==> src/st_multiframe_regs.vh <==
// register offsets, field positions, reset values and counts of the multiframe block
`ifndef ST_MULTIFRAME_REGS_VH
`define ST_MULTIFRAME_REGS_VH
// word indices on the register bus, taken from address bits 3:2
`define OFS_CTRL 2'h0
`define OFS_SQ_TX 2'h1
`define OFS_SQ_RX 2'h2
`define OFS_STATUS 2'h3
// control register fields
`define CTRL_MODE_LO 0
`define CTRL_AUX_SEL 2
`define CTRL_L1_DIS 3
`define CTRL_TDD 4
`define CTRL_TRANSMIT_INFO_FIELD_LO 5
`define CTRL_PRIO_LO 8
`define CTRL_PRIO_CLASS 11
`define CTRL_RESET 12'h010
// s/q transmit register fields
`define SQTX_MULTIFRAME_ENABLE 4
`define SQTX_RESET 5'h00
// s/q receive register fields
`define SQRX_SYNC 4
// operating modes
`define MODE_TE 2'h0
`define MODE_NT 2'h1
`define MODE_LTS 2'h2
`define MODE_LTT 2'h3
// transmit info code that opens the receive data path
`define TRANSMIT_INFO_FIELD_OPEN 3'h3
// multiframe length and priority echo counts
`define MF_FRAMES 5'h14
`define PRIO_LOW_ONES 4'h8
`define PRIO_HIGH_ONES 4'hA
`endif

==> src/st_multiframe_and_pin_a_sync.v <==
// multiframe framer, m-bit sync pin and data gating for an s/t transceiver
`timescale 1ns/1ps
`include "st_multiframe_regs.vh"

module st_multiframe_and_pin_a_sync
(
	input wire clk_in,
	input wire rst_in,
	input wire [3:0] avs_address_in,
	input wire avs_read_in,
	input wire avs_write_in,
	input wire [31:0] avs_writedata_in,
	input wire [3:0] avs_byteenable_in,
	output reg [31:0] avs_readdata_out,
	output reg avs_waitrequest_out,
	input wire frame_strobe_in,
	input wire rx_fa_in,
	input wire rx_m_in,
	input wire rx_s_in,
	output reg tx_fa_out,
	output reg tx_m_out,
	output reg tx_s_out,
	input wire shared_aux_pin_in,
	output reg shared_aux_pin_out,
	output reg shared_aux_pin_oe_out,
	input wire activated_state_in,
	input wire activate_req_in,
	input wire line_valid_in,
	input wire [7:0] line_b1_in,
	input wire [7:0] line_b2_in,
	input wire [1:0] line_d_in,
	input wire [1:0] line_e_in,
	output reg [7:0] sys_b1_out,
	output reg [7:0] sys_b2_out,
	output reg [1:0] sys_d_out,
	output reg [1:0] sys_e_out,
	input wire sys_valid_in,
	input wire [7:0] sys_b1_in,
	input wire [7:0] sys_b2_in,
	input wire [1:0] sys_d_in,
	output reg [7:0] tx_b1_out,
	output reg [7:0] tx_b2_out,
	output reg [1:0] tx_d_out,
	output reg multiframe_tick_irq_out,
	output reg sq_change_irq_out
);

	// -----------------------------------------------------------------
	// helpers
	// -----------------------------------------------------------------
	// next frame number, 1..20 with wrap
	function [4:0] f_wrap;
		input [4:0] c;
		begin
			f_wrap = (c == `MF_FRAMES) ? 5'h01 : c + 5'h01;
		end
	endfunction

	// fa pattern: one in frames 1, 6, 11, 16
	function f_fa;
		input [4:0] c;
		begin
			f_fa = (c == 5'h01) | (c == 5'h06) | (c == 5'h0B) | (c == 5'h10);
		end
	endfunction

	// which of the four q / s1 slots a frame belongs to
	function [1:0] f_slot;
		input [4:0] c;
		begin
			f_slot = (c < 5'h06) ? 2'h0 : (c < 5'h0B) ? 2'h1 : (c < 5'h10) ? 2'h2 : 2'h3;
		end
	endfunction

	// sync states, one-hot
	localparam [2:0] ST_HUNT = 3'h1;
	localparam [2:0] ST_ACQ = 3'h2;
	localparam [2:0] ST_SYNC = 3'h4;

	// -----------------------------------------------------------------
	// registers and state
	// -----------------------------------------------------------------
	reg [11:0] ctrl; // mode, pin select, l1 control, priority
	reg [4:0] sq_tx; // q or s1 bits plus enable
	reg [3:0] sq_rx; // last complete received s1 or q bits
	reg [3:0] shadow; // bits collected in the running multiframe
	reg [4:0] cnt; // multiframe frame number
	reg [2:0] state; // te sync state
	reg good; // one clean multiframe already seen
	reg bad; // one faulty multiframe already seen
	reg mf_err; // error inside the running multiframe
	reg aux_meta; // pin synchroniser, first stage
	reg aux_sync; // pin synchroniser, second stage
	reg [3:0] echo_ones; // consecutive echo ones
	reg bus_busy; // access taken, answer pending

	// -----------------------------------------------------------------
	// decoded control
	// -----------------------------------------------------------------
	wire [1:0] mode = ctrl[`CTRL_MODE_LO+1:`CTRL_MODE_LO];
	wire nt_like = (mode == `MODE_NT) | (mode == `MODE_LTS);
	wire te_mode = (mode == `MODE_TE);
	wire aux_sel = ctrl[`CTRL_AUX_SEL];
	wire l1_dis = ctrl[`CTRL_L1_DIS];
	wire [2:0] transmit_info_field = ctrl[`CTRL_TRANSMIT_INFO_FIELD_LO+2:`CTRL_TRANSMIT_INFO_FIELD_LO];
	wire [2:0] prio = ctrl[`CTRL_PRIO_LO+2:`CTRL_PRIO_LO];
	wire mf_en = sq_tx[`SQTX_MULTIFRAME_ENABLE];
	wire in_sync = (state == ST_SYNC);
	// a stuck-high m-bit input holds the count only when the pin is ours
	wire pin_a_hold = aux_sel & aux_sync;
	// frame number for the frame now being handled
	reg [4:0] n;
	// bit errors against the expected pattern
	wire pos_err = (rx_fa_in != f_fa(n)) | (rx_m_in != (n == 5'h01));
	wire mf_end = (n == `MF_FRAMES) & (nt_like ? (mf_en & ~pin_a_hold) : ~state[0]);
	reg [3:0] next_shadow;

	// frame number for this strobe, per mode
	always @*
	begin
		n = cnt;
		next_shadow = shadow;
		if (nt_like)
		begin
			// disabled or held: park at frame 20 so all bits go out zero
			if (~mf_en | pin_a_hold)
				n = `MF_FRAMES;
			else
				n = f_wrap(cnt);
			if (f_fa(n))
				next_shadow[f_slot(n)] = rx_fa_in;
		end
		else
		begin
			// while hunting, a received m marks frame 1
			if (state == ST_HUNT)
				n = rx_m_in ? 5'h01 : `MF_FRAMES;
			else
				n = f_wrap(cnt);
			if (f_fa(n))
				next_shadow[f_slot(n)] = rx_s_in;
		end
	end

	// -----------------------------------------------------------------
	// pin synchroniser
	// -----------------------------------------------------------------
	// two stages, the first feeds only the second
	always @(posedge clk_in or posedge rst_in)
	begin
		if (rst_in)
		begin
			aux_meta <= 1'b0;
			aux_sync <= 1'b0;
		end
		else
		begin
			aux_meta <= shared_aux_pin_in;
			aux_sync <= aux_meta;
		end
	end

	// -----------------------------------------------------------------
	// multiframe counter, sync machine and frame bits
	// -----------------------------------------------------------------
	// everything advances once per frame, at the f bit strobe
	always @(posedge clk_in or posedge rst_in)
	begin
		if (rst_in)
		begin
			cnt <= `MF_FRAMES;
			state <= ST_HUNT;
			good <= 1'b0;
			bad <= 1'b0;
			mf_err <= 1'b0;
			shadow <= 4'h0;
			sq_rx <= 4'h0;
			tx_fa_out <= 1'b0;
			tx_m_out <= 1'b0;
			tx_s_out <= 1'b0;
			shared_aux_pin_out <= 1'b0;
			multiframe_tick_irq_out <= 1'b0;
			sq_change_irq_out <= 1'b0;
		end
		else
		begin
			// interrupts are single-cycle pulses
			multiframe_tick_irq_out <= 1'b0;
			sq_change_irq_out <= 1'b0;
			if (frame_strobe_in)
			begin
				cnt <= n;
				shadow <= next_shadow;
				// te side puts the received m on the pin each frame
				shared_aux_pin_out <= rx_m_in;
				if (nt_like)
				begin
					// downstream fa, m and s1 from the frame number
					tx_fa_out <= f_fa(n);
					tx_m_out <= (n == 5'h01);
					tx_s_out <= f_fa(n) & sq_tx[f_slot(n)];
					state <= ST_HUNT;
				end
				else
				begin
					tx_m_out <= 1'b0;
					tx_s_out <= 1'b0;
					// q only once locked, else echo the received fa
					if (in_sync)
						tx_fa_out <= f_fa(n) & sq_tx[f_slot(n)];
					else
						tx_fa_out <= rx_fa_in;
					if (~mf_en)
						state <= ST_HUNT;
					else
					begin
						case (state)
							ST_HUNT:
							begin
								// first m seen: start counting
								good <= 1'b0;
								bad <= 1'b0;
								mf_err <= 1'b0;
								if (rx_m_in)
									state <= ST_ACQ;
							end
							ST_ACQ:
							begin
								if (pos_err)
									state <= ST_HUNT;
								else if (n == `MF_FRAMES)
								begin
									good <= 1'b1;
									if (good)
										state <= ST_SYNC;
								end
							end
							ST_SYNC:
							begin
								if (n == `MF_FRAMES)
								begin
									mf_err <= 1'b0;
									// one good multiframe forgives one bad one
									if (mf_err | pos_err)
									begin
										bad <= 1'b1;
										if (bad)
											state <= ST_HUNT;
									end
									else
										bad <= 1'b0;
								end
								else if (pos_err)
									mf_err <= 1'b1;
							end
							default:
								state <= ST_HUNT;
						endcase
					end
				end
				// end of a multiframe: tick, and report changed data
				if (mf_end)
				begin
					multiframe_tick_irq_out <= 1'b1;
					sq_rx <= next_shadow;
					if (next_shadow != sq_rx)
						sq_change_irq_out <= 1'b1;
				end
			end
		end
	end

	// -----------------------------------------------------------------
	// data path gating between line and system bus
	// -----------------------------------------------------------------
	wire rx_open = activated_state_in | (l1_dis & (transmit_info_field == `TRANSMIT_INFO_FIELD_OPEN));
	wire tx_open = (activated_state_in & activate_req_in) | (l1_dis & ~ctrl[`CTRL_TDD]);
	// echo evaluation applies to te only; bit 0 of the field turns it on
	wire eval_on = te_mode & prio[0];
	wire [3:0] prio_need = ctrl[`CTRL_PRIO_CLASS] ? `PRIO_HIGH_ONES : `PRIO_LOW_ONES;
	wire d_access = ~eval_on | (echo_ones >= prio_need);
	reg [3:0] next_echo;
	integer i;

	// count echo ones, any zero restarts the wait
	always @*
	begin
		next_echo = echo_ones;
		for (i = 1; i >= 0; i = i - 1)
		begin
			if (~line_e_in[i])
				next_echo = 4'h0;
			else if (next_echo != 4'hF)
				next_echo = next_echo + 4'h1;
		end
	end

	// echo counter and both data directions
	always @(posedge clk_in or posedge rst_in)
	begin
		if (rst_in)
		begin
			echo_ones <= 4'h0;
			sys_b1_out <= 8'hFF;
			sys_b2_out <= 8'hFF;
			sys_d_out <= 2'h3;
			sys_e_out <= 2'h3;
			tx_b1_out <= 8'hFF;
			tx_b2_out <= 8'hFF;
			tx_d_out <= 2'h3;
			shared_aux_pin_oe_out <= 1'b0;
		end
		else
		begin
			// pin drives only as m-bit output in te and lt-t
			shared_aux_pin_oe_out <= aux_sel & ~nt_like;
			if (line_valid_in)
			begin
				echo_ones <= next_echo;
				// closed path sends all ones
				sys_b1_out <= rx_open ? line_b1_in : 8'hFF;
				sys_b2_out <= rx_open ? line_b2_in : 8'hFF;
				sys_d_out <= rx_open ? line_d_in : 2'h3;
				// echo passes in te only
				sys_e_out <= (rx_open & te_mode) ? line_e_in : 2'h3;
			end
			if (sys_valid_in)
			begin
				tx_b1_out <= tx_open ? sys_b1_in : 8'hFF;
				tx_b2_out <= tx_open ? sys_b2_in : 8'hFF;
				// d waits for enough echo ones under priority
				tx_d_out <= (tx_open & d_access) ? sys_d_in : 2'h3;
			end
		end
	end

	// -----------------------------------------------------------------
	// avalon-mm slave
	// -----------------------------------------------------------------
	wire bus_req = avs_read_in | avs_write_in;
	wire [1:0] word = avs_address_in[3:2];
	wire mapped = (avs_address_in[1:0] == 2'h0);

	// first edge latches read data, second edge commits and releases
	always @(posedge clk_in or posedge rst_in)
	begin
		if (rst_in)
		begin
			ctrl <= `CTRL_RESET;
			sq_tx <= `SQTX_RESET;
			bus_busy <= 1'b0;
			avs_waitrequest_out <= 1'b1;
			avs_readdata_out <= 32'h0;
		end
		else if (bus_req & ~bus_busy)
		begin
			bus_busy <= 1'b1;
			avs_waitrequest_out <= 1'b0;
			avs_readdata_out <= 32'h0;
			if (mapped & avs_read_in)
			begin
				case (word)
					`OFS_CTRL: avs_readdata_out <= {20'h0, ctrl};
					`OFS_SQ_TX: avs_readdata_out <= {27'h0, sq_tx};
					`OFS_SQ_RX: avs_readdata_out <= {27'h0, in_sync, sq_rx};
					`OFS_STATUS: avs_readdata_out <= {24'h0, cnt, state};
					default: avs_readdata_out <= 32'h0;
				endcase
			end
		end
		else if (bus_busy)
		begin
			// unmapped writes and status writes are dropped
			bus_busy <= 1'b0;
			avs_waitrequest_out <= 1'b1;
			if (avs_write_in & mapped)
			begin
				if (word == `OFS_CTRL)
				begin
					if (avs_byteenable_in[0])
						ctrl[7:0] <= avs_writedata_in[7:0];
					if (avs_byteenable_in[1])
						ctrl[11:8] <= avs_writedata_in[11:8];
				end
				if ((word == `OFS_SQ_TX) & avs_byteenable_in[0])
					sq_tx <= avs_writedata_in[4:0];
			end
		end
	end

endmodule // st_multiframe_and_pin_a_sync

==> config.mk <==
export PLATFORM = sky130hd
export DESIGN_NAME = st_multiframe_and_pin_a_sync
export DESIGN_NICKNAME = d
export VERILOG_FILES = /design/src/st_multiframe_and_pin_a_sync.v
export VERILOG_INCLUDE_DIRS = /design/src
export SDC_FILE = /design/constraint.sdc
export NUM_CORES = 1
export LEC_CHECK = 0
export BUFFER_PORTS_ARGS = -buffer_cell sky130_fd_sc_hd__buf_4
export CORE_MARGIN = 2
export CORE_UTILIZATION = 46
export DETAILED_ROUTE_END_ITERATION = 16
export PLACE_DENSITY = 0.76
export SLEW_MARGIN = 25
export SYNTH_ARGS = -nofsm -noshare
export SYNTH_HDL_FRONTEND = slang
export SYNTH_SLANG_ARGS = --single-unit
==> constraint.sdc <==
create_clock -name clk_in -period 2.7 [get_ports clk_in]
set_input_delay 0.27 -clock clk_in [delete_from_list [all_inputs] [get_ports clk_in]]
set_output_delay 0.27 -clock clk_in [all_outputs]
set_load 0.01 [all_outputs]
Yosys cells after proc, flatten, opt, wreduce, memory -nomap -nowiden. Index checks and enable logic that the tools add are counted.

Add/sub/neg operators: 3. Magnitude comparators: 15. Eq/ne operators: 38. Mux-type cells: 73. Bitwise operators: 40. Reduce and logical (&&, ||, !) cells: 16.

Operators by type and width (count): 32-bit case mux with 4 select lines (1); 5-bit two-way mux (7); 32-bit two-way mux (1); 8-bit two-way mux (4); 4-bit two-way mux (7); 3-bit two-way mux (9); 5-bit equality test (second input constant) (5); 1-bit two-way mux (25); 2-bit two-way mux (10); 5-bit AND reduction (4); 1-bit bitwise OR (17); 4-bit != test (second input constant) (4); 1-bit bitwise AND (15); 5-bit by 1-bit equality test with 1-bit output (second input constant) (3); 5-bit by 3-bit equality test with 1-bit output (second input constant) (3); 5-bit by 4-bit equality test with 1-bit output (second input constant) (3); 5-bit by 3-bit less-than comparator with 1-bit output (second input constant) (3); 5-bit by 4-bit less-than comparator with 1-bit output (second input constant) (3); 5-bit less-than comparator (second input constant) (3); 5-bit != test (second input constant) (2); 3-bit case mux with 3 select lines (1); 4-bit by 1-bit adder with 4-bit output (second input constant) (2); 4-bit bitwise mux (2); 4-bit by 3-bit != test with 1-bit output (second input constant) (2); other kinds (26) (49).

Register bits after elaboration: 121. Bits of input ports: 91.

Logic depth before layout (Yosys ltp). Gate-level depths: netlist of run 1.

Depth after elaboration: 19. Mapped depth: 11. Gate-level depth less buffers: 10.

Worst setup path after synthesis of run 1. Ideal clock, no wire load.

Path type: register to register. Start: reg ctrl[0]. End: reg state[0]. Arrival time: 2.798 ns. Setup slack: -0.182 ns. Stages on the path, launching flop included: 11. Clock period less this slack: 2.882 ns. Cell sequence: dfrtp_1 > inv_1 > ha_1 > clkbuf_1 > mux2i_2 > o21ai_0 > o211ai_4 > a211oi_2 > or3b_4 > a21oi_2 > mux2_1.

Cells in the longest elaborated chain, start to end: 13. Elaborated cells on any way between the ends: 27. Classes of those cells: 15 x eq/ne; 5 x mux; 6 x bitwise; 1 x reduce/logical.

RTL lines: start, declared (line st_multiframe_and_pin_a_sync.v:83) `reg [11:0] ctrl;`; start signal, assigned (line st_multiframe_and_pin_a_sync.v:349) `` ctrl <= `CTRL_RESET; ``; start signal, assigned (line st_multiframe_and_pin_a_sync.v:381) `ctrl[7:0] <= avs_writedata_in[7:0];`; 2-bit by 1-bit equality test with 1-bit output (no source line) or 2-bit equality test (tied branches); 1-bit bitwise OR * (line st_multiframe_and_pin_a_sync.v:101) `` wire nt_like = (mode == `MODE_NT) | (mode == `MODE_LTS); ``; 5-bit two-way mux (line st_multiframe_and_pin_a_sync.v:123) `if (nt_like)`; 5-bit by 1-bit equality test with 1-bit output or 5-bit by 3-bit equality test with 1-bit output (tied branches) (line st_multiframe_and_pin_a_sync.v:63, st_multiframe_and_pin_a_sync.v:114); 1-bit bitwise OR (3 in a row) (line st_multiframe_and_pin_a_sync.v:63) `f_fa = (c == 5'h01) | (c == 5'h06) | (c == 5'h0B) | (c == 5'h10);`; 1-bit != test (line st_multiframe_and_pin_a_sync.v:114) `wire pos_err = (rx_fa_in != f_fa(n)) | (rx_m_in != (n == 5'h01));`; 1-bit bitwise OR (line st_multiframe_and_pin_a_sync.v:114); 3-bit two-way mux (line st_multiframe_and_pin_a_sync.v:229) `if (pos_err)`; 3-bit case mux with 3 select lines (line st_multiframe_and_pin_a_sync.v:217) `case (state)`; 3-bit two-way mux (line st_multiframe_and_pin_a_sync.v:213) `if (~mf_en)`; 3-bit two-way mux (line st_multiframe_and_pin_a_sync.v:196) `if (nt_like)`; end signal, assigned (line st_multiframe_and_pin_a_sync.v:202) `state <= ST_HUNT;`; end signal, assigned (line st_multiframe_and_pin_a_sync.v:214) `state <= ST_HUNT;`; end signal, assigned (line st_multiframe_and_pin_a_sync.v:230) `state <= ST_HUNT;`; end, declared (line st_multiframe_and_pin_a_sync.v:88) `reg [2:0] state;`.

Mark *: on every way between the ends. The rest lies on a longest branch, timed or not. A chain may end at the register's enable or synchronous reset.

Worst setup path in the final report of run 1.
Start: reg cnt[0]. End: reg state[0].

Cells in the longest elaborated chain, start to end: 15. Elaborated cells on any way between the ends: 29. Classes of those cells: 1 x add/sub; 12 x eq/ne; 10 x mux; 5 x bitwise; 1 x reduce/logical.

RTL lines: start, declared (line st_multiframe_and_pin_a_sync.v:87) `reg [4:0] cnt;`; start signal, assigned (line st_multiframe_and_pin_a_sync.v:171) `` cnt <= `MF_FRAMES; ``; start signal, assigned (line st_multiframe_and_pin_a_sync.v:192) `cnt <= n;`; 5-bit by 1-bit adder with 5-bit output or 5-bit equality test (tied branches); 5-bit two-way mux * (line st_multiframe_and_pin_a_sync.v:55) `` f_wrap = (c == `MF_FRAMES) ? 5'h01 : c + 5'h01; ``; 5-bit two-way mux, on equally long branches (line st_multiframe_and_pin_a_sync.v:136, st_multiframe_and_pin_a_sync.v:126); 5-bit two-way mux (line st_multiframe_and_pin_a_sync.v:123); 5-bit two-way mux * (line st_multiframe_and_pin_a_sync.v:123); 5-bit by 1-bit equality test with 1-bit output or 5-bit by 3-bit equality test with 1-bit output (tied branches) (line st_multiframe_and_pin_a_sync.v:63, st_multiframe_and_pin_a_sync.v:114); 1-bit bitwise OR (3 in a row) (line st_multiframe_and_pin_a_sync.v:63); 1-bit != test (line st_multiframe_and_pin_a_sync.v:114); 1-bit bitwise OR (line st_multiframe_and_pin_a_sync.v:114); 3-bit two-way mux (line st_multiframe_and_pin_a_sync.v:229); 3-bit case mux with 3 select lines (line st_multiframe_and_pin_a_sync.v:217); 3-bit two-way mux (line st_multiframe_and_pin_a_sync.v:213); 3-bit two-way mux (line st_multiframe_and_pin_a_sync.v:196).

Mark *: on every way between the ends. The rest lies on a longest branch, timed or not. The select of a mux whose other input is x is not followed.

==> impl_metrics.csv, run 1 <==
group,metric,value,unit
run_status,status,"complete, but fails checks",
run_status,violations,"setup timing",
synth,yosys_warnings,0,
clock_network,cts_tree,"built",
sta,skew,6.94,ps
drt,wirelength,14000,um
synth,synthDistinctLibCells,80,
global_routing,grt_max_degree,41,
synth,seq_area_frac_synth,48.7,%
drt,initialDrtViolationCount,259,
sta,hold-worst-slack,22.3,ps
sta,fin_crit_sh,106,%
synth,synthArstFlopShare,100,%
final_layout,nFillCells,871,
critical_path,endpoint_kind,"flip-flop",
sta,rsz0062_at_grt,"yes",
critical_path,startpoint,"cnt[0]$_DFFE_PP0P_",
global_routing,grt_first_pass_wirelength,22700,um
final_layout,antenna_cells,0,
synth,syn_area,5300,um^2
synth,syn_avg_cell_area,11.5,um^2
synth,synthTopCellsByCount,"58 x dfrtp_1, 43 x dfstp_2, 38 x o22a_1, 30 x nand2_1, 24 x mux2_2",
sta,drv_slew,0,
sta,finalSetupViolCount,6,
sta,hold_viol,0,
synth,synth_top_cell_area_share,27.4,%
final_layout,drive_above_1_share,50.5,%
clock_network,clockRootBuffer,"clkbuf_16",
global_routing,grt_pass1_vias,4517,
drt,drc,0,
sta,finalSetupTns,-556,ps
drt,antenna_left,0,
global_routing,antenna_found_initial,0,
synth,synthFlopType,"dfrtp_1",
floorplan,die-height,111,um
drt,first_pass_iters,6,
synth,synth_edf_count,0,
synth,ys_ff_latch,101,
place,dp.cells,762,
clock_network,htreeDepth,3,
sta,fmax,351,MHz
sta,finalWorstSetupSlack,-153,ps
drt,wire_per_inst,17.8,um
place,hpwl,10300,um
synth,synth_most_common_cell,"dfrtp_1",
synth,synthCells,463,
sta,fin_crit,2850,ps
final_layout,nets,737,
floorplan,coreArea,11300,um^2
sta,worst_pin_slew,592,ps
floorplan,start_util,46.8,%
pwr,p_leak,3.24,nW
pwr,power.density,801,nW/um^2
pwr,ir_drop,389,uV
drt,vias_per_cell,5.55,
clock_network,cts_buffer_depth,2,
synth,synth.area.top_cells,"dfrtp_1 27%, dfstp_2 21%, o22a_1 6.3%",
min_path,min-delay-start,"shared_aux_pin_in",
drt,vias,4371,
final_layout,areaGrowthSynthToFinish,36.8,%
critical_path,arrival,3130,ps
global_routing,grt_overflow_total,0,
critical_path,crit_path_start_kind,"flip-flop",
floorplan,rows,39,
run,drv_cap,0,
critical_path,cp_max_fo,4,
critical_path,r2r-start,"cnt[0]$_DFFE_PP0P_",
final_layout,layout.cells.non_filler,788,
sta,slew_headroom,60.0,%
clock_network,numClockSinks,101,
clock_network,cts.clk_slew.worst_paths,70,ps
critical_path,slowest_delay,420,ps
critical_path,crit_chain,"inv_2, ha_4, and4b_4, or3_4, o41ai_4, and2_4, a21oi_2, or3b_4, a21oi_4, mux2_4",
global_routing,grt.total_usage,22.7,%
critical_path,required,2980,ps
floorplan,die_area,12400,um^2
clock_network,cts-buffers-inserted,9,
floorplan,io_pins,169,
place,port_buffers,126,
place,routabilityCongestion,0.898,
critical_path,cpMaxStageDelayCell,"dfrtp_2",
floorplan,die_w,111,um
clock_network,clk_latency,350,ps
critical_path,path_class,"reg2reg",
min_path,hold_path_class,"in2reg",
synth,synth_top_cell_by_area,"dfrtp_1",
==> registers in the layout (all words and copies together) (netlist names), 2 cells and up <==
signal and cells:
avs_readdata_out 12, ctrl 12, sys_b1_out 8, sys_b2_out 8, tx_b1_out 8, tx_b2_out 8
cnt 5, sq_tx 5, echo_ones 4, shadow 4, sq_rx 4, state 3
sys_d_out 2, sys_e_out 2, tx_d_out 2
==> layer usage <==
layer	GRT usage, %	routed length (um)	up-vias
met5	0	0	-
met2	38.4	7010	155
met3	4.84	874	16
met4	6.34	197	0
met1	29.7	5920	2153
li1	-	-	2047
==> final timing paths <==
path                                             to  slack, ps  cells past startpoint
max                            state[0]$_DFFE_PP1P_       -150                     10
min                              aux_meta$_DFF_PP0_         20                      1
max reg2reg                    state[0]$_DFFE_PP1P_       -150                     10
min reg2reg                      aux_sync$_DFF_PP0_        350                      0
max in group asynchronous  tx_b2_out[6]$_DFFE_PP1P_       1410                      5
min in group asynchronous          good$_DFFE_PP0P_        470                      3
==> placed cells by master, fill, tap and decap left out, drive strengths merged, types with 3 or more instances in the layout <==
| master | netlist | final |
|---|---|---|
| a211oi | 5 | 5 |
| a21boi | 3 | 3 |
| a21oi | 7 | 7 |
| a22o | 12 | 12 |
| a31oi | 5 | 5 |
| and2 | 5 | 5 |
| and4b | 3 | 3 |
| buf | 27 | 191 |
| clkbuf | 18 | 9 |
| clkinv | 0 | 4 |
| conb | 1 | 20 |
| dfrtp | 58 | 58 |
| dfstp | 43 | 43 |
| ha | 6 | 6 |
| inv | 21 | 22 |
| mux2 | 26 | 26 |
| mux2i | 10 | 10 |
| mux4 | 5 | 5 |
| nand2 | 30 | 30 |
| nand3 | 12 | 12 |
| nand4 | 6 | 6 |
| nor2 | 18 | 18 |
| nor2b | 4 | 4 |
| nor3 | 8 | 8 |
| nor4 | 5 | 5 |
| nor4b | 4 | 4 |
| o211ai | 3 | 3 |
| o21ai | 25 | 25 |
| o22a | 38 | 38 |
| o22ai | 5 | 5 |
| o31ai | 3 | 3 |
| or3b | 3 | 3 |
| xnor2 | 4 | 4 |
| xor2 | 4 | 4 |
==> through the flow <==
| stage | power (mW) | area (um^2) | utilization [%] | setup WS, ps |
|---|---|---|---|---|
| final | 5.81 | 7260 | 64.1 | -153 |
| after global routing | 6.11 | 7260 | 64.1 | -258 |
| after CTS | 5.70 | 7130 | 63.0 | -135 |
| after detailed placement | 4.12 | 6680 | 59.0 | -201 |
| after global placement | 4.08 | 6680 | 59.0 | -151 |
| after floorplan | 3.24 | 5400 | - | -133 |
==> where the power goes <==
group          leakage, nW  internal [mW]  switching, mW  total [mW]
registers             1.21           1.79          0.184        1.98
logic                 1.88           1.28           1.19        2.48
clock network        0.156          0.744          0.614        1.36
==> repair_timing <==
item | CTS | global route
endpoints found under the hold margin | 0 | 11
hold buffers | 0 | 1
pin swaps | 9 | 0
gates resized for setup | 24 | 14
endpoints found under the setup margin | 11 | 13
gates cloned | 0 | 0
buffers inserted | 4 | 4
==> area by class of cell <==
type	count	area, um^2	area share, %
multi-input cells	315	2600	35.9
inverters	21	82.6	1.14
clock buffers	9	225	3.10
clock inverters	7	95.1	1.31
repair buffers	192	1490	20.5
well taps	143	179	2.47
flip-flops and latches	101	2580	35.6
==> cells by family after synthesis <==
kind of cell	Yosys count	share of synthesized area [%]
multiplexers	41	9.91
other	1	0.0707
AND/OR/NAND/NOR	113	12.6
XOR/XNOR	8	1.32
buffers and inverters	66	6.56
flip-flops	101	48.7
adder cells (fa/ha/maj)	6	1.42
AO/OA/AOI/OAI	127	19.4
==> worst max-delay path, delay by kind of cell, from the launching register on <==
family                     cells  cell delay (ps)
DFF                            1              420
AOI/OAI and AO/OA              3              590
muxes                          1              310
buffers and inverters          1               70
adders and majority gates      1              170
and+or+nand+nor                4             1240
(Power assumes the default switching activity.)
==> inputs of run 2 (changes only) <==
--- a/config.mk
+++ b/config.mk
@@ -8,9 +8,9 @@
 export LEC_CHECK = 0
 export BUFFER_PORTS_ARGS = -buffer_cell sky130_fd_sc_hd__buf_4
 export CORE_MARGIN = 2
-export CORE_UTILIZATION = 46
+export CORE_UTILIZATION = 51
 export DETAILED_ROUTE_END_ITERATION = 16
-export PLACE_DENSITY = 0.76
+export PLACE_DENSITY = 0.8
 export SLEW_MARGIN = 25
 export SYNTH_ARGS = -nofsm -noshare
 export SYNTH_HDL_FRONTEND = slang
==> constraint.sdc (replaced) <==
create_clock -name clk_in -period 3.2 [get_ports clk_in]
set_input_delay 0.32 -clock clk_in [delete_from_list [all_inputs] [get_ports clk_in]]
set_output_delay 0.32 -clock clk_in [all_outputs]
set_load 0.01 [all_outputs]
==> impl_metrics.csv, run 2 (same netlist as run 1, synthesis figures left out) <==
group,metric,value,unit
critical_path,required,3500,ps
clock_network,cts-buffers-inserted,9,
final_layout,areaGrowthSynthToFinish,24.3,%
floorplan,die_area,11200,um^2
final_layout,reg_top3,"avs_readdata_out x12, ctrl x12",
drt,initialDrtViolationCount,274,
global_routing,grt_first_pass_wirelength,20200,um
drt,vias_per_cell,5.72,
final_layout,drive_above_1_share,43.9,%
floorplan,die_w,106,um
critical_path,arrival,3380,ps
pwr,ir_drop,352,uV
place,port_buffers,126,
place,dp.cells,717,
floorplan,io_pins,169,
sta,hold_viol,0,
critical_path,path_class,"reg2reg",
final_layout,nFillCells,827,
clock_network,clk_latency,370,ps
critical_path,endpoint_kind,"flip-flop",
drt,wirelength,12400,um
sta,hold-worst-slack,53.9,ps
clock_network,cts_buffer_depth,2,
floorplan,start_util,51.8,%
sta,worst_pin_slew,534,ps
final_layout,layout_commonest_cell,"buf_4",
drt,antenna_left,0,
pwr,p_leak,2.91,nW
min_path,hold_depth,1,
floorplan,die-height,106,um
min_path,hold_path_class,"in2reg",
sta,fmax,324,MHz
critical_path,rr_worst_depth,10,
global_routing,grt_overflow_total,0,
sta,finalWorstSetupSlack,114,ps
final_layout,nets,691,
run,drv_cap,0,
clock_network,cts.clk_slew.worst_paths,90,ps
clock_network,cts_tree,"built",
sta,slew_headroom,64.3,%
run_status,status,"finished clean",
sta,finalSetupTns,0,ps
drt,vias,4207,
global_routing,grt_pass1_vias,4097,
drt,drc,0,
critical_path,crit_path_start_kind,"flip-flop",
sta,fin_crit_sh,96.4,%
final_layout,layout.cells.non_filler,735,
place,routabilityCongestion,0.975,
critical_path,cp_max_fo,5,
clock_network,clockRootBuffer,"clkbuf_8",
floorplan,coreArea,10200,um^2
sta,fin_crit,3090,ps
final_layout,antenna_cells,0,
global_routing,grt_max_degree,39,
clock_network,numClockSinks,101,
place,pre_cts_slack,107,ps
drt,wire_per_inst,16.9,um
floorplan,rows,37,
place,hpwl,9470,um
clock_network,htreeDepth,3,
final_layout,final_cell_mix,"145 x buf_4, 57 x dfrtp_1, 43 x dfstp_2, 38 x o22a_1, 30 x nand2_1",
sta,skew,8.75,ps
global_routing,antenna_found_initial,0,
pwr,power.density,611,nW/um^2
sta,drv_slew,0,
global_routing,grt.total_usage,22.5,%
drt,first_pass_iters,5,
sta,finalSetupViolCount,0,
==> run 2: metal layers <==
| metal | part of all wire, % | up-vias | GRT usage [%] |
|---|---|---|---|
| li1 | - | 1950 | - |
| met1 | 42 | 2063 | 29.5 |
| met2 | 50 | 174 | 38.0 |
| met3 | 6.2 | 20 | 3.99 |
| met4 | 1.9 | 0 | 7.61 |
| met5 | 0 | - | 0 |
==> run 2: area by class of cell <==
class	instances	area (um^2)	area share, %
Inverter	21	81.3	1.23
Clock inverter	6	72.6	1.10
Timing Repair Buffer	146	1100	16.7
Sequential cell	101	2580	39.2
Multi-Input combinational cell	315	2460	37.3
Tap cell	136	170	2.58
Clock buffer	10	128	1.94
==> run 2: what timing repair did <==
item / CTS / global route
endpoints found under the setup margin: 0 / 2
endpoints found under the hold margin: 14 / 0
resized for setup: 0 / 4
hold buffers: 1 / 0
setup buffers: 0 / 1
==> run 2: report_power, final <==
part	internal (mW)	switching [mW]	leakage, nW
Sequential	1.51	0.164	1.21
Clock	0.370	0.445	0.0910
Combinational	0.719	0.818	1.61
==> run 2: final timing paths <==
check                                   start                         to  slack, ps
min in group asynchronous              rst_in      shadow[1]$_DFFE_PP0P_        490
hold / removal              shared_aux_pin_in         aux_meta$_DFF_PP0_         50
setup / recovery           cnt[0]$_DFFE_PP0P_       state[0]$_DFFE_PP1P_        110
hold reg to reg            aux_meta$_DFF_PP0_         aux_sync$_DFF_PP0_        360
setup reg to reg           cnt[0]$_DFFE_PP0P_       state[0]$_DFFE_PP1P_        110
max in group asynchronous              rst_in  sys_b1_out[7]$_DFFE_PP1P_       1880
==> run 2: metrics by stage <==
stage | power, mW | util [%] | area [um^2]
CTS | 4.03 | 64.2 | 6570
global route | 4.27 | 64.4 | 6590
detailed placement | 3.20 | 62.1 | 6360
global placement | 3.17 | 62.1 | 6360
finish | 4.03 | 64.4 | 6590
floorplan | 2.71 | - | 5370
==> run 2: worst max-delay path: stages (launching register included) <==
cell and delay, ps:
dfrtp_2 450, inv_1 150, ha_2 230, o21ai_1 150
a211o_4 420, nor4_4 380, mux2_4 250, a211oi_2 50
or3b_4 410, a21oi_2 180, mux2_1 340
==> inputs of run 3 (changes only) <==
--- a/config.mk
+++ b/config.mk
@@ -6,6 +6,7 @@
 export SDC_FILE = /design/constraint.sdc
 export NUM_CORES = 1
 export LEC_CHECK = 0
+export ABC_CLOCK_PERIOD_IN_PS = 3110
 export BUFFER_PORTS_ARGS = -buffer_cell sky130_fd_sc_hd__buf_4
 export CORE_MARGIN = 2
 export CORE_UTILIZATION = 51
==> constraint.sdc (replaced) <==
create_clock -name clk_in -period 3.11 [get_ports clk_in]
set_input_delay 0.311 -clock clk_in [delete_from_list [all_inputs] [get_ports clk_in]]
set_output_delay 0.311 -clock clk_in [all_outputs]
set_load 0.01 [all_outputs]
==> impl_metrics.csv, run 3 (same netlist as run 1, synthesis figures left out) <==
group,metric,value,unit
sta,hold_viol,0,
run,drv_cap,0,
sta,skew,12.7,ps
pwr,pwr-share-comb,38.1,%
floorplan,io_pins,169,
final_layout,finish.instance_area,6680,um^2
critical_path,cp_max_fo,7,
critical_path,crit_path_start_kind,"flip-flop",
floorplan,start_util,51.8,%
clock_network,cts.clk_slew.worst_paths,100,ps
place,placed_cell_area,6400,um^2
final_layout,areaGrowthSynthToFinish,25.9,%
drt,wire_per_inst,17.4,um
drt,vias,4156,
sta,fin_crit,2940,ps
clock_network,cts_hold_buf,0,
floorplan,rows,37,
final_layout,final_cell_mix,"151 x buf_4, 58 x dfrtp_1, 43 x dfstp_2, 38 x o22a_1, 30 x nand2_1",
sta,fmax,340,MHz
final_layout,layout.cells.non_filler,740,
critical_path,endpoint_kind,"flip-flop",
clock_network,cts_tree,"built",
sta,slew_headroom,49.4,%
final_layout,nets,696,
critical_path,slowest_delay,420,ps
sta,fin_crit_sh,94.6,%
pwr,p_sw,1.53,mW
clock_network,cts_buffer_depth,2,
sta,finalSetupViolCount,0,
drt,antenna_left,0,
pwr,power_frac_seq,39.8,%
clock_network,htreeDepth,3,
drt,wirelength,12800,um
clock_network,clk_latency,370,ps
pwr,clkPwrFrac,22.1,%
floorplan,die_w,106,um
drt,initialDrtViolationCount,257,
final_layout,drive_above_1_share,45.0,%
floorplan,die-height,106,um
pwr,intPower,2.81,mW
critical_path,cp_top_family,"simple AND/OR/NAND/NOR gates",
global_routing,grt_overflow_total,0,
critical_path,required,3410,ps
global_routing,grt_first_pass_wirelength,20200,um
final_layout,antenna_cells,0,
global_routing,grt.total_usage,22.8,%
place,dp.cells,722,
place,port_buffers,126,
drt,first_pass_iters,4,
global_routing,grt_max_degree,90,
sta,drv_slew,0,
final_layout,layout_commonest_cell,"buf_4",
global_routing,grt_pass1_vias,4016,
drt,drc,0,
critical_path,crit_chain,"inv_1, ha_2, and4b_4, or3_4, nor4_4, a32oi_4, nand4_1, or3b_4, a21oi_4, mux2_4",
final_layout,reg_top3,"avs_readdata_out x12, ctrl x12",
pwr,power,4.34,mW
floorplan,coreArea,10200,um^2
global_routing,antenna_found_initial,0,
run_status,status,"finished clean",
pwr,ir_drop,354,uV
floorplan,die_area,11200,um^2
place,hpwl,9500,um
critical_path,arrival,3250,ps
clock_network,cts-buffers-inserted,9,
sta,worst_pin_slew,760,ps
drt,vias_per_cell,5.62,
place,routabilityCongestion,0.907,
critical_path,cpMaxStageDelayCell,"or3b_4",
pwr,p_leak,2.97,nW
clock_network,clockRootBuffer,"clkbuf_8",
min_path,hold_path_class,"in2reg",
clock_network,numClockSinks,101,
critical_path,cp_num_buf_inv,1,
sta,finalSetupTns,0,ps
sta,rsz0062_at_grt,"no",
critical_path,path_class,"reg2reg",
pwr,p_sw_share,35.2,%
pwr,power.density,650,nW/um^2
==> run 3: metrics by stage <==
step	hold WS, ps	setup WS [ps]	utilization [%]
floorplan	331	223	-
global placement	333	187	62.5
detailed placement	360	145	62.5
CTS	21.9	64.8	64.8
global route	22.9	11.5	65.3
finish	36.8	169	65.3
==> run 3: path summary, 6_finish.rpt <==
path,end,startpoint,slack [ps],depth (start not counted)
setup / recovery,state[0]$_DFFE_PP1P_,cnt[0]$_DFFE_PP0P_,170,10
hold / removal,aux_meta$_DFF_PP0_,shared_aux_pin_in,40,1
setup reg to reg,state[0]$_DFFE_PP1P_,cnt[0]$_DFFE_PP0P_,170,10
hold reg to reg,aux_sync$_DFF_PP0_,aux_meta$_DFF_PP0_,380,0
max in group asynchronous,avs_readdata_out[4]$_DFFE_PP0P_,rst_in,2370,3
min in group asynchronous,echo_ones[3]$_DFFE_PP0P_,rst_in,90,2
==> run 3: layer usage <==
| layer | up-vias | wire, um | global-route usage [%] |
|---|---|---|---|
| met5 | - | 0 | 0 |
| met4 | 0 | 182 | 6.39 |
| met2 | 146 | 6420 | 39.3 |
| met1 | 2033 | 5540 | 29.8 |
| li1 | 1962 | - | - |
| met3 | 15 | 689 | 4.17 |
==> run 3: layout make-up <==
type	instances	area, um^2
fill	803	3550
sequential	101	2580
multi-input combinational	315	2480
timing repair buffer	151	1130
tap	136	170
clock buffer	9	124
clock inverter	7	105
inverter	21	83.8
==> run 3: power by group through the flow <==
stage	registers, mW	logic [mW]	clock network [mW]
2_1_floorplan	1.72	1.07	0
3_3_place_gp	1.73	1.57	0
3_5_place_dp	1.74	1.60	0
4_1_cts	1.72	1.61	0.974
5_1_grt	1.75	1.80	1.03
6_report	1.73	1.65	0.958
==> run 3: repair_timing <==
action | 4_1_cts | 5_1_grt
endpoints found under the setup margin | 0 | 4
resized for setup | 0 | 8
buffers inserted | 0 | 2
